--- src/hdl/tlm_regs.svh ---
// register map, field positions and timing counts of the mode controller
`ifndef TLM_REGS_SVH
`define TLM_REGS_SVH

// ----------------------------------------------------------------------
// register offsets (byte addresses)
// ----------------------------------------------------------------------
`define TLM_CTRL_OFS 8'h00
`define TLM_TXD_OFS 8'h04
`define TLM_STAT_OFS 8'h08

// ----------------------------------------------------------------------
// field positions
// ----------------------------------------------------------------------
`define TLM_CTRL_NORMAL 0
`define TLM_CTRL_SLOPE_LOW 1
`define TLM_CTRL_SLEEP 2
`define TLM_CTRL_FLASH 3
`define TLM_CTRL_WAKE_B_DIS 4
`define TLM_TXD_A 0
`define TLM_TXD_B 1
`define TLM_STAT_ERR 8
`define TLM_WAKE_SRC_RST 3'h7

// ----------------------------------------------------------------------
// timing, times in ns and counts in cycles of hclk
// ----------------------------------------------------------------------
`define TLM_CLK_NS 8
`define TLM_T_MODE_NS 10000
`define TLM_T_SET_NS 5000
`define TLM_T_REC_NS 10000
`define TLM_FLASH_LOW_TIME_NS 60000
`define TLM_FLASH_EDGE_TIME_A_NS 20000
`define TLM_FLASH_EDGE_TIME_B_NS 20000
`define TLM_FLASH_EDGE_TIME_C_NS 20000
`define TLM_MODE_CYC ((`TLM_T_MODE_NS + `TLM_CLK_NS - 1) / `TLM_CLK_NS)
`define TLM_SET_CYC (`TLM_T_SET_NS / `TLM_CLK_NS)
`define TLM_REC_CYC ((`TLM_T_REC_NS + `TLM_CLK_NS - 1) / `TLM_CLK_NS)
`define TLM_FL1_CYC ((`TLM_FLASH_LOW_TIME_NS + `TLM_CLK_NS - 1) / `TLM_CLK_NS)
`define TLM_FL2_CYC ((`TLM_FLASH_EDGE_TIME_A_NS + `TLM_CLK_NS - 1) / `TLM_CLK_NS)
`define TLM_FL3_CYC ((`TLM_FLASH_EDGE_TIME_B_NS + `TLM_CLK_NS - 1) / `TLM_CLK_NS)
`define TLM_FL4_CYC ((`TLM_FLASH_EDGE_TIME_C_NS + `TLM_CLK_NS - 1) / `TLM_CLK_NS)

`endif

--- src/hdl/tlm_pkg.sv ---
// types shared by the mode controller and its bench
package tlm_pkg;

  typedef enum logic [2:0] {
    PH_IDLE = 3'b000,
    PH_MODE_WAIT = 3'b001,
    PH_RELEASE = 3'b010,
    PH_SLEEP_PREP = 3'b011,
    PH_FL_A = 3'b100,
    PH_FL_B = 3'b101,
    PH_FL_C = 3'b110
  } tlm_phase_type;

  typedef enum logic [2:0] {
    DM_SLEEP = 3'b000,
    DM_STANDBY = 3'b001,
    DM_NSLOPE = 3'b010,
    DM_LSLOPE = 3'b011,
    DM_FLASH = 3'b100
  } tlm_mode_type;

  typedef struct packed {
    logic mode_select;
    logic tx_in_a_o;
    logic tx_in_a_oe;
    logic tx_in_b;
    logic bus_b_wake_disable;
  } tlm_pin_out_type;

  typedef struct packed {
    logic rx_out_a;
    logic rx_out_b;
    logic tx_in_a_i;
    logic inhibit_out_a;
    logic inhibit_out_b;
  } tlm_pin_in_type;

endpackage

--- src/hdl/tlm_mode_ctrl.sv ---
// host-side mode controller for a twin single-wire bus transceiver
//
// Design decisions made here: the AHB-Lite register port and the address map.
`timescale 1ns/100ps
`include "tlm_regs.svh"

module tlm_mode_ctrl
  import tlm_pkg::*;
#(
  parameter int unsigned MODE_CYC = `TLM_MODE_CYC,
  parameter int unsigned SET_CYC = `TLM_SET_CYC,
  parameter int unsigned REC_CYC = `TLM_REC_CYC,
  parameter int unsigned FL1_CYC = `TLM_FL1_CYC,
  parameter int unsigned FL2_CYC = `TLM_FL2_CYC,
  parameter int unsigned FL3_CYC = `TLM_FL3_CYC,
  parameter int unsigned FL4_CYC = `TLM_FL4_CYC
)
(
  input wire logic hclk,
  input wire logic hresetn,
  input wire logic ce,
  input wire logic hsel,
  input wire logic [31:0] haddr,
  input wire logic [1:0] htrans,
  input wire logic hwrite,
  input wire logic [2:0] hsize,
  input wire logic [31:0] hwdata,
  input wire logic hready,
  output logic hreadyout,
  output logic hresp,
  output logic [31:0] hrdata,
  input wire tlm_pin_in_type pin_in,
  output tlm_pin_out_type pin_out
);

  // select must stay low for the whole flash low time, so the last leg
  // stretches when the three edge windows add up to less
  localparam int unsigned FL_SUM = FL2_CYC + FL3_CYC;
  localparam int unsigned FLC_CYC = (FL1_CYC > FL_SUM + FL4_CYC) ? FL1_CYC - FL_SUM : FL4_CYC;

  // ----------------------------------------------------------------------
  // elaboration checks
  // ----------------------------------------------------------------------
  if (MODE_CYC < 2 || MODE_CYC > 65535 || REC_CYC < 1 || REC_CYC > 65535 ||
      FL2_CYC < 1 || FL3_CYC < 1 || FL4_CYC < 1 || FLC_CYC > 65535 ||
      FL2_CYC > 65535 || FL3_CYC > 65535 || SET_CYC >= MODE_CYC)
  begin : g_bad
    $error("tlm_mode_ctrl: timing counts out of range");
  end

  tlm_phase_type phase_r;
  tlm_mode_type mode_r;
  tlm_mode_type tgt_r;
  tlm_mode_type flash_prev_r;
  tlm_pin_out_type pins_r;
  logic [15:0] cnt_r;
  logic flash_sleep_r;
  logic wake_dis_r;
  logic [2:0] wake_src_r;
  logic cmd_err_r;
  logic inh_prev_r;
  logic pend_r;
  logic wr_r;
  logic [7:0] ofs_r;
  logic hready_r;
  logic [31:0] hrdata_r;
  logic cnt_zero;
  logic idle;
  logic active;
  logic ctrl_wr;
  logic txd_wr;
  logic stat_wr;
  logic do_normal;
  logic do_sleep;
  logic do_flash;
  logic refused;
  logic inh_now;
  logic [31:0] rd_val;

  assign hreadyout = hready_r;
  assign hresp = 1'b0;
  assign hrdata = hrdata_r;
  assign pin_out = pins_r;

  // ----------------------------------------------------------------------
  // ahb-lite slave: one wait state on every transfer
  // ----------------------------------------------------------------------
  always_ff @(posedge hclk or negedge hresetn)
  begin
    if (!hresetn)
    begin
      pend_r <= 1'b0;
      hready_r <= 1'b1;
      wr_r <= 1'b0;
      ofs_r <= 8'h00;
    end
    else if (ce)
    begin
      if (pend_r)
      begin
        pend_r <= 1'b0;
        hready_r <= 1'b1;
      end
      else if (hsel && htrans[1] && hready)
      begin
        pend_r <= 1'b1;
        hready_r <= 1'b0;
        wr_r <= hwrite;
        ofs_r <= haddr[7:0];
      end
    end
  end

  always_comb
  begin
    rd_val = 32'h0000_0000;
    if (ofs_r == `TLM_CTRL_OFS)
    begin
      rd_val[`TLM_CTRL_WAKE_B_DIS] = wake_dis_r;
    end
    else if (ofs_r == `TLM_TXD_OFS)
    begin
      rd_val[`TLM_TXD_A] = pins_r.tx_in_a_o;
      rd_val[`TLM_TXD_B] = pins_r.tx_in_b;
    end
    else if (ofs_r == `TLM_STAT_OFS)
    begin
      rd_val[2:0] = phase_r;
      rd_val[6:4] = mode_r;
      rd_val[7] = !idle;
      rd_val[`TLM_STAT_ERR] = cmd_err_r;
      rd_val[11:9] = wake_src_r;
      rd_val[16:12] = pin_in;
    end
  end

  // unmapped offsets read as zero and ignore writes
  always_ff @(posedge hclk or negedge hresetn)
  begin
    if (!hresetn)
    begin
      hrdata_r <= 32'h0000_0000;
    end
    else if (ce && pend_r && !wr_r)
    begin
      hrdata_r <= rd_val;
    end
  end

  // ----------------------------------------------------------------------
  // command decode
  // ----------------------------------------------------------------------
  assign cnt_zero = (cnt_r == 16'h0000);
  assign idle = (phase_r == PH_IDLE);
  assign active = (mode_r == DM_NSLOPE) || (mode_r == DM_LSLOPE) || (mode_r == DM_FLASH);
  assign ctrl_wr = pend_r && wr_r && (ofs_r == `TLM_CTRL_OFS);
  assign txd_wr = pend_r && wr_r && (ofs_r == `TLM_TXD_OFS);
  assign stat_wr = pend_r && wr_r && (ofs_r == `TLM_STAT_OFS);
  assign do_normal = ctrl_wr && hwdata[`TLM_CTRL_NORMAL] && idle && !active;
  assign do_sleep = ctrl_wr && !hwdata[`TLM_CTRL_NORMAL] && hwdata[`TLM_CTRL_SLEEP] &&
                    idle && active;
  // flash only from a slope mode, or out of flash again
  assign do_flash = ctrl_wr && !hwdata[`TLM_CTRL_NORMAL] && !hwdata[`TLM_CTRL_SLEEP] &&
                    hwdata[`TLM_CTRL_FLASH] && idle && active;
  assign refused = ctrl_wr && |{hwdata[`TLM_CTRL_NORMAL], hwdata[`TLM_CTRL_SLEEP],
                   hwdata[`TLM_CTRL_FLASH]} && !do_normal && !do_sleep && !do_flash;
  assign inh_now = pin_in.inhibit_out_a || pin_in.inhibit_out_b;

  // a refusal in the same cycle as the clearing write stays visible
  always_ff @(posedge hclk or negedge hresetn)
  begin
    if (!hresetn)
    begin
      cmd_err_r <= 1'b0;
    end
    else if (ce)
    begin
      cmd_err_r <= refused || (cmd_err_r && !(stat_wr && hwdata[`TLM_STAT_ERR]));
    end
  end

  always_ff @(posedge hclk or negedge hresetn)
  begin
    if (!hresetn)
    begin
      wake_dis_r <= 1'b0;
    end
    else if (ce && ctrl_wr)
    begin
      wake_dis_r <= hwdata[`TLM_CTRL_WAKE_B_DIS];
    end
  end

  always_ff @(posedge hclk or negedge hresetn)
  begin
    if (!hresetn)
    begin
      inh_prev_r <= 1'b0;
    end
    else if (ce)
    begin
      inh_prev_r <= inh_now;
    end
  end

  // ----------------------------------------------------------------------
  // mode sequencer
  // ----------------------------------------------------------------------
  always_ff @(posedge hclk or negedge hresetn)
  begin
    if (!hresetn)
    begin
      phase_r <= PH_IDLE;
      mode_r <= DM_STANDBY;
      tgt_r <= DM_STANDBY;
      flash_prev_r <= DM_NSLOPE;
      flash_sleep_r <= 1'b0;
      cnt_r <= 16'h0000;
      wake_src_r <= `TLM_WAKE_SRC_RST;
      pins_r <= '0;
    end
    else if (ce)
    begin
      // wake-disable pin follows the write itself, so it is settled before
      // select falls; a flash command waits until select is already low
      pins_r.bus_b_wake_disable <= (ctrl_wr && !do_flash) ? hwdata[`TLM_CTRL_WAKE_B_DIS] :
                                   wake_dis_r;
      if (!cnt_zero)
      begin
        cnt_r <= cnt_r - 16'h0001;
      end
      case (phase_r)
        PH_IDLE:
        begin
          if (do_normal)
          begin
            pins_r.mode_select <= 1'b1;
            pins_r.tx_in_a_oe <= 1'b1;
            pins_r.tx_in_b <= 1'b1;
            cnt_r <= 16'(MODE_CYC - 1);
            phase_r <= PH_MODE_WAIT;
            if (mode_r == DM_SLEEP && flash_sleep_r)
            begin
              // back into flash after sleep from flash
              pins_r.tx_in_a_o <= 1'b1;
              tgt_r <= DM_FLASH;
            end
            else
            begin
              // slope chosen by first transmit level
              pins_r.tx_in_a_o <= !hwdata[`TLM_CTRL_SLOPE_LOW];
              tgt_r <= hwdata[`TLM_CTRL_SLOPE_LOW] ? DM_LSLOPE : DM_NSLOPE;
            end
          end
          else if (do_sleep)
          begin
            // wake-disable level already stable before select falls
            pins_r.tx_in_a_o <= 1'b1;
            pins_r.tx_in_b <= 1'b1;
            flash_sleep_r <= (mode_r == DM_FLASH);
            phase_r <= PH_SLEEP_PREP;
          end
          else if (do_flash)
          begin
            // select low, first transmit still high
            pins_r.mode_select <= 1'b0;
            pins_r.tx_in_a_o <= 1'b1;
            pins_r.tx_in_b <= 1'b1;
            cnt_r <= 16'(FL2_CYC - 1);
            phase_r <= PH_FL_A;
          end
          else if (mode_r == DM_SLEEP && inh_now && !inh_prev_r)
          begin
            // wake seen as inhibit rising; capture first source only
            mode_r <= DM_STANDBY;
            flash_sleep_r <= 1'b0;
            // read receive levels and pulled-down transmit
            if (wake_src_r == `TLM_WAKE_SRC_RST)
            begin
              wake_src_r <= {pin_in.rx_out_a, pin_in.rx_out_b, pin_in.tx_in_a_i};
            end
          end
          else if (txd_wr && active)
          begin
            pins_r.tx_in_a_o <= hwdata[`TLM_TXD_A];
            pins_r.tx_in_b <= hwdata[`TLM_TXD_B];
          end
        end
        PH_MODE_WAIT:
        begin
          // hold slope level until the settle time ends
          if (cnt_zero)
          begin
            mode_r <= tgt_r;
            flash_sleep_r <= 1'b0;
            // device clears its wake flags on entering normal
            wake_src_r <= `TLM_WAKE_SRC_RST;
            pins_r.tx_in_a_o <= 1'b1;
            pins_r.tx_in_b <= 1'b1;
            cnt_r <= 16'(REC_CYC - 1);
            phase_r <= PH_RELEASE;
          end
        end
        PH_RELEASE:
        begin
          // both transmit inputs high until release
          pins_r.tx_in_a_o <= 1'b1;
          pins_r.tx_in_b <= 1'b1;
          if (cnt_zero)
          begin
            phase_r <= PH_IDLE;
          end
        end
        PH_SLEEP_PREP:
        begin
          // select low; stop driving first transmit input, drive second low
          pins_r.mode_select <= 1'b0;
          pins_r.tx_in_a_oe <= 1'b0;
          pins_r.tx_in_a_o <= 1'b0;
          pins_r.tx_in_b <= 1'b0;
          mode_r <= DM_SLEEP;
          phase_r <= PH_IDLE;
        end
        PH_FL_A:
        begin
          if (cnt_zero)
          begin
            pins_r.tx_in_a_o <= 1'b0;
            cnt_r <= 16'(FL3_CYC - 1);
            phase_r <= PH_FL_B;
          end
        end
        PH_FL_B:
        begin
          if (cnt_zero)
          begin
            pins_r.tx_in_a_o <= 1'b1;
            cnt_r <= 16'(FLC_CYC - 1);
            phase_r <= PH_FL_C;
          end
        end
        PH_FL_C:
        begin
          if (cnt_zero)
          begin
            pins_r.mode_select <= 1'b1;
            // leaving flash restores the slope it came from
            if (mode_r == DM_FLASH)
            begin
              mode_r <= flash_prev_r;
            end
            else
            begin
              flash_prev_r <= mode_r;
              mode_r <= DM_FLASH;
            end
            cnt_r <= 16'(REC_CYC - 1);
            phase_r <= PH_RELEASE;
          end
        end
        default:
        begin
          phase_r <= PH_IDLE;
        end
      endcase
    end
  end

endmodule

--- config.mk ---
export PLATFORM = sky130hd
export DESIGN_NAME = tlm_mode_ctrl
export DESIGN_NICKNAME = d
export VERILOG_FILES = /design/src/hdl/tlm_pkg.sv /design/src/hdl/tlm_mode_ctrl.sv
export VERILOG_INCLUDE_DIRS = /design/src /design/src/hdl
export SDC_FILE = /design/constraint.sdc
export NUM_CORES = 1
export LEC_CHECK = 0
export BUFFER_PORTS_ARGS = -buffer_cell sky130_fd_sc_hd__buf_4
export CAP_MARGIN = 20
export CORE_MARGIN = 2
export CORE_UTILIZATION = 48
export CTS_BUF_LIST = sky130_fd_sc_hd__clkbuf_8
export DETAILED_ROUTE_END_ITERATION = 7
export PLACE_DENSITY_LB_ADDON = 0.05
export SETUP_SLACK_MARGIN = 0.05
export SLEW_MARGIN = 20
export SYNTH_ARGS = -nofsm -noshare
export SYNTH_HDL_FRONTEND = slang
export SYNTH_SLANG_ARGS = --single-unit
--- constraint.sdc ---
create_clock -name hclk -period 2.23 [get_ports hclk]
set_input_delay 0.3345 -clock hclk [delete_from_list [all_inputs] [get_ports hclk]]
set_output_delay 0.3345 -clock hclk [all_outputs]
set_load 0.02 [all_outputs]
======== Word-level counts from Yosys, hierarchy flattened ========
Index checks and enable logic that the tools add are counted.
operators by class
  $add $sub $neg .......................... 1
  equal/unequal tests ..................... 32
  mux-type cells .......................... 70
  bitwise logic cells ..................... 2
  reduce and logical (&&, ||, !) cells .... 73
operators with widths
  kind                     count
  $mux W16                 6
  $mux W3                  23
  $pmux W16 S3             1
  $logic_and A1 B1 Y1      31
  $mux W1                  27
  $mux W13                 2
  $reduce_and A6 Y1        3
  $logic_not A16 Y1        1
  $ne A2 B2 Y1 const B     8
  $reduce_and A8 Y1        2
  $sub A16 B1 Y16 const B  1
  $eq A3 B3 Y1 const B     5
  $pmux W3 S5              1
  $eq A3 B2 Y1 const B     4
  $mux W12                 1
  $pmux W3 S4              1
  $logic_not A1 Y1         11
  $ne A2 B1 Y1 const B     5
  $reduce_and A5 Y1        2
  $reduce_and A3 Y1        3
  $eq A8 B3 Y1 const B     1
  $eq A8 B4 Y1 const B     1
  $logic_not A8 Y1         1
  $reduce_bool A4 Y1       2
  22 further kinds         35
word-level totals
  flip-flop bits (word level) ............. 67
  output and inout port bits .............. 39
  logic and storage cells ................. 198

======== Logic depth before layout (Yosys ltp) ========
Gate-level depths: netlist of the first run.
  depth after elaboration ................. 11
  mapped depth ............................ 12
  gate-level depth less buffers ........... 10

======== Least setup slack after synthesis of the first run ========
No wires, ideal clock.
  path kind ............................... reg2reg
  start point ............................. reg cnt_r[0]
  end point ............................... reg cnt_r[0]
  library setup time ...................... 134 ps
  arrival time ............................ 2019 ps
  required time ........................... 2096 ps
  slack ................................... 78 ps
  stages on the path, launching flop included .. 13
  period minus slack after synthesis ...... 2152 ps
  cell sequence ........................... dfrtp_1 inv_1 ha_1 nor4b_1 and4_1 buf_2 inv_2 buf_2 ha_1 nor2_1 a32oi_1 nand2_1 o21ai_0
on the way
  word-level cells in the longest chain between the ends .. 6
  elaborated cells between the ends (all ways) .. 9
ends and longest elaborated chain
  item                                                         RTL line                                    RTL
  start, declared                                              tlm_mode_ctrl.sv:56                         logic [15:0] cnt_r;
  start signal, assigned                                       tlm_mode_ctrl.sv:230                        cnt_r <= cnt_r - 16'h0001;
  start signal, assigned                                       tlm_mode_ctrl.sv:240                        cnt_r <= 16'(MODE_CYC - 1);
  start signal, assigned                                       tlm_mode_ctrl.sv:269                        cnt_r <= 16'(FL2_CYC - 1);
  $sub A16 B1 Y16 / $logic_not A16 Y1 (equally long branches)  tlm_mode_ctrl.sv:230, tlm_mode_ctrl.sv:153
  $mux W16                                                     tlm_mode_ctrl.sv:228                        if (!cnt_zero)
  $mux W16                                                     tlm_mode_ctrl.sv:263                        else if (do_flash)
  $mux W16                                                     tlm_mode_ctrl.sv:255                        else if (do_sleep)
  $mux W16                                                     tlm_mode_ctrl.sv:235                        if (do_normal)
  $pmux W16 S3 (*)                                             tlm_mode_ctrl.sv:232                        case (phase_r)
Mark *: on every way between the ends. The rest lies on a longest branch, timed or not.
A chain may end at the register's enable or synchronous reset.

======== Final worst setup path of the first run ========
  start point ............................. reg cnt_r[5]
  end point ............................... reg cnt_r[15]
Same word-level chain as after synthesis.

==> results of run 1 <==
[placed cells by master (no fill, tap or decap), types with 10 or more instances in the layout]
master,n
a21oi_1,10
buf_4,105
clkbuf_8,11
conb_1,17
dfrtp_1,59
inv_1,11
mux2_2,16
nand2_1,55
nand3_1,13
nor2_1,34
o21ai_0,30
[sequential cells by signal, indices dropped and copies added, names as in the netlist]
signal	flops
wr_r	1
hreadyout	1
mode_r	3
pin_out	5
hrdata	16
wake_src_r	3
cnt_r	16
phase_r	3
ofs_r	8
tgt_r	3
cmd_err_r	1
inh_prev_r	1
flash_prev_r	3
wake_dis_r	1
pend_r	1
flash_sleep_r	1
[worst max path at each step]
stage,startpoint,to,slack (ns),depth (start not counted)
after floorplan,cnt_r[0],cnt_r[0],0.08,12
after global placement,cnt_r[0],cnt_r[11],-0.09,11
after detailed placement,cnt_r[0],cnt_r[10],-0.07,9
after CTS,ofs_r[0],cnt_r[10],0.01,7
after global routing,cnt_r[5],cnt_r[15],-0.11,6
final,cnt_r[5],cnt_r[15],0.001,6
[power by group]
group,switching (W),internal [W]
Sequential,0.000219,0.00144
Clock,0.000512,0.000695
Combinational,0.000509,0.000473
Total,0.00124,0.00261
[cells by family after synthesis]
kind of cell / after synthesis / share of synthesized area (%)
AO/OA/AOI/OAI: 92 / 15.5
XOR/XNOR: 9 / 2.02
adder cells (fa/ha/maj): 3 / 0.961
buffers and inverters: 53 / 7.17
flip-flops: 67 / 43.1
multiplexers: 21 / 5.89
other: 1 / 0.0960
AND/OR/NAND/NOR: 181 / 25.2
[through the flow]
stage          utilization, %  TNS (ns)  area (um^2)  power [W]
2_1_floorplan               -         0         3970    0.00218
3_3_place_gp             59.2    -0.722         4620    0.00253
3_5_place_dp             59.2    -0.455         4620    0.00256
4_1_cts                  63.2         0         4940    0.00379
5_1_grt                  65.9    -0.492         5140    0.00405
6_report                 65.9         0         5140    0.00385
[what timing repair did]
item                       4_1_cts  5_1_grt
cloned                           0        1
pin swaps                       10       15
setup buffers                    7        2
setup endpoints to repair       23       32
gates resized for setup          5       50
[metal layers]
layer	routed length (um)	vias to the layer above
met1	4680	1663
met2	4740	86
met5	0	-
li1	-	1696
met4	155	0
met3	487	13
[critical path: stages (launching register included)]
cell and delay (ns):
dfrtp_1 0.46, or4_4 0.57, nor2_2 0.16, nand4_1 0.13
or4_1 0.50, xor2_2 0.23, nor2_4 0.05
[area by class of cell]
cell class	count	area (um^2)	share of cell area, %
Sequential cell	67	1690	32.8
Tap cell	102	128	2.48
Clock buffer	11	151	2.94
Timing Repair Buffer	110	845	16.4
Inverter	13	51.3	0.997
Clock inverter	5	83.8	1.63
Multi-Input combinational cell	323	2200	42.8
==> impl_results.md, run 1 <==
* Status: finished clean
* Relative slew slack at approximately 44%
* Post-synth EDFFs at 0
* Initial core utilization at 50.0%
* Global-route wire length before repair at 15.9 mm
* Total clock buffers created by CTS at 9
* Ports at 119
* GRT Overall Usage at between 20% and 30%
* Ys Warns at 0
* DRC at 0
* Antenna cells at 0
* Clk slew on worst S/H paths at 0.09 ns
* Count leader, synth: dfrtp_1
* GRT met3 Usage at 4.74%
* Max_cap viols at 0
* Final WL at 10.1 mm
* Cell Rows at 32
* PnR worst setup slack at 0.00105 ns
* Commonest cells in the netlist: dfrtp_1 (60), nand2_1 (56), nor2_1 (42)
* Worst path required time at 2.48 ns
* Maximum clock frequency at roughly 0.45 GHz
* Number of global-route vias before repair at roughly 3200
* PwrDens at 749 nW/um^2
* Met1 Usage GRT at 31.7%
* CTS tree: built
* Clock Path Buffers at 2
* IO buf count at 47
* Core Footprint at 7810 um^2
* Detailed placement HPWL at 7.07 mm
* Area grow syn2layout at 31.7%
* CP Launch Type: flip-flop
* Post-route insts no fill at 631
* Hold Buf Count CTS at 0
* Initial DRC Count at around 170
* Final setup violation count at 0
* Placed Instances at around 610
* Final worst path period need at 2.23 ns
* Yosys top cell area share at 38.4%
* Area contributors post-synth: dfrtp_1 (38%), nand2_1 (5.4%), dfstp_2 (4.7%)
* CP arrival at around 2.5 ns
* RSZ-0062 raised after global routing: yes
* Post-synthesis register bit count at 67
* Crit Path Class: flip-flop to flip-flop
* Die Y at 94.2 um
* Slew @ Worst Pin at 0.842 ns
* Final hold vios at 0
* Sequential share of the synthesized area at 43.1%
* Largest net degree at the start of global routing at 68
* Clock latency on the worst-skew pair at 0.37 ns
* Final net count at 607
* Critical Path End Type: flip-flop
* Post-synth ARST share at 100%
* Sink Count at 67
* Crit share post-route at 100%
* GRT overflow at 0
* M2 GR Usage at between 30% and 40%
* Worst R2R Path Depth at 6
* Die X at 94.2 um
* Antenna violations before repair at 0
* Largest area contributor in the netlist: dfrtp_1
* Worst hold slack at roughly 0.060 ns
* Vias per cell at 5.48
* R2r setup slk at 0.001 ns
* Worst hold path type: input port to asynchronous set/reset pin
* Total iterations of the first detailed-routing run at 5
* Maximum vdd drop at 0.458 mV
* Pre-CTS setup slack at -0.0707 ns
* Antenna-violating nets left at 0
* Avg WL per Cell at 15.9 um
* Reg2reg start: cnt_r[5]
* Busiest grt layer: met2
* Critical Path Fanout Max at 6
* Reg2reg end: cnt_r[15]
* Gate Count Post-Synth at ~430
* Mapped Avg Cell Area at between 9 and 10 um^2
* Placer congestion estimate at 0.886
* Clock Skews at 0.0171 ns
* Layout cells sized above 1 at around two fifths
* Total number of vias at 3458
* Root Buffer Master: clkbuf_8
* Die area at 8880 um^2
* P_leak at approximately 2.2 nW
* Max Slew Vio Count at 0
* Fillers at around 660
* CTS H-Tree Depth at 3
* Cell variety after synth at 70
* Ys flop type: dfrtp_1
* Post-Syn Area at 3910 um^2
No activity file was read; power rests on OpenSTA's default activity.
==> inputs of run 2 (changes only) <==
--- a/config.mk
+++ b/config.mk
@@ -9,7 +9,7 @@
 export BUFFER_PORTS_ARGS = -buffer_cell sky130_fd_sc_hd__buf_4
 export CAP_MARGIN = 20
 export CORE_MARGIN = 2
-export CORE_UTILIZATION = 48
+export CORE_UTILIZATION = 30
 export CTS_BUF_LIST = sky130_fd_sc_hd__clkbuf_8
 export DETAILED_ROUTE_END_ITERATION = 7
 export PLACE_DENSITY_LB_ADDON = 0.05
==> impl_results.md, run 2 (synthesized netlist as in run 1, its figures left out) <==
* Status: finished clean
* Worst hold slack at 0.202 ns
* Worst path required time at 2.48 ns
* Cell Rows at 41
* GRT met3 Usage at 4.84%
* Die X at 118 um
* Placer congestion estimate at 0.883
* Clock latency on the worst-skew pair at 0.36 ns
* Die Y at 118 um
* CTS tree: built
* Antenna-violating nets left at 0
* Largest delay share family, worst path: simple AND/OR/NAND/NOR gates
* Area grow syn2layout at 36.5%
* P_leak at 2.36 nW
* Max_cap viols at 0
* Final hold vios at 0
* Core Footprint at 12700 um^2
* IO buf count at 47
* Total clock buffers created by CTS at 9
* Final net count at 627
* Initial DRC Count at 161
* Ports at between 100 and 150
* Clk slew on worst S/H paths at roughly 0.07 ns
* CTS H-Tree Depth at 3
* GRT Overall Usage at 16.9%
* Critical Path Fanout Max at 3
* M2 GR Usage at 25.9%
* Maximum clock frequency at 0.454 GHz
* Leading cell type in the layout, fill and taps excluded: buf_4
* Number of global-route vias before repair at between 3000 and 4000
* Final worst path period need at around 2.2 ns
* Final Power at 0.00374 W
* Commonest non-fill, non-tap cells in the layout: buf_4 (124), dfrtp_1 (60), nand2_1 (55)
* Setup TNS at 0 ns
* Final Instance Area at 5330 um^2
* Initial core utilization at 30.8%
* Antenna violations before repair at 0
* Worst hold path type: input port to flip-flop
* Busiest grt layer: met2
* Final WL at 11.1 mm
* Global-route wire length before repair at 18.6 mm
* Layout cells sized above 1 at 38.8%
* Max Slew Vio Count at 0
* Sink Count at 67
* Met1 Usage GRT at about a quarter
* Crit path buffers/inverters at 1
* Largest net degree at the start of global routing at 40
* Crit Path Class: flip-flop to flip-flop
* GRT overflow at 0
* Critical Path End Type: flip-flop
* Pre-CTS setup slack at -0.218 ns
* Antenna cells at 0
* Vias per cell at 4.78
* RSZ-0062 raised after global routing: yes
* Crit-path slowest cell: or4_4
* CP max stage delay at 0.56 ns
* Die area at 14000 um^2
* Root Buffer Master: clkbuf_8
* Clock Skews at between 0.008 and 0.009 ns
* Crit share post-route at approximately 100%
* PnR worst setup slack at approximately 0.025 ns
* Detailed placement HPWL at 8.52 mm
* Total iterations of the first detailed-routing run at 4
* Final setup violation count at 0
* CP Launch Type: flip-flop
* Clock Path Buffers at 2
* PwrDens at 700 nW/um^2
* CP arrival at 2.45 ns
* DRC at 0
* Avg WL per Cell at approximately 15 um
* CP Cell Sequence: nor4_4, buf_4, nand2_4, or4_4, a211oi_4, a21oi_1, a211o_1
* DP Area at 4880 um^2
* Maximum vdd drop at 0.422 mV
* Total number of vias at 3447
-- run 2: worst paths after layout --
path | start | endpoint | slack (ns) | cells after the start
worst max register to register | ofs_r[5] | cnt_r[10] | 0.03 | 7
max in group asynchronous | hresetn | tgt_r[0] | 1.15 | 3
worst min-delay path | haddr[3] | ofs_r[3] | 0.20 | 2
worst max-delay path | ofs_r[5] | cnt_r[10] | 0.03 | 7
min in group asynchronous | hresetn | ofs_r[5] | 0.46 | 2
worst min register to register | hrdata[10] | hrdata[10] | 0.48 | 2
-- run 2: where the power goes --
group	total (W)	leakage, nW	switching, W	internal [W]
logic	0.00106	1.41	0.000549	0.000510
registers	0.00164	0.843	0.000195	0.00144
clock network	0.00104	0.102	0.000493	0.000546
-- run 2: layout make-up --
class | instances | area, um^2
sequential | 67 | 1690
clock buffer | 10 | 138
timing repair buffer | 130 | 1010
tap | 172 | 215
fill | 1313 | 7340
multi-input combinational | 323 | 2170
clock inverter | 6 | 65.1
inverter | 13 | 51.3
-- run 2: what timing repair did --
action	4_1_cts	5_1_grt
endpoints found under the setup margin	30	26
pin swaps	3	9
setup buffers	1	6
resized for setup	15	30
hold endpoints to repair	27	0
hold buffers	1	0
cloned	0	0
-- run 2: routing by layer --
layer  up-vias  part of all wire, %
li1       1744                    -
met1      1641                   50
met2        55                   45
met3         7                  3.9
met4         0                  1.1
met5         -                    0
-- run 2: per-stage QoR --
| step | instances | util, % |
|---|---|---|
| floorplan | 443 | - |
| global placement | 697 | 38.5 |
| detailed placement | 697 | 38.5 |
| CTS | 715 | 40.8 |
| global route | 721 | 42.1 |
| finish | 721 | 42.1 |
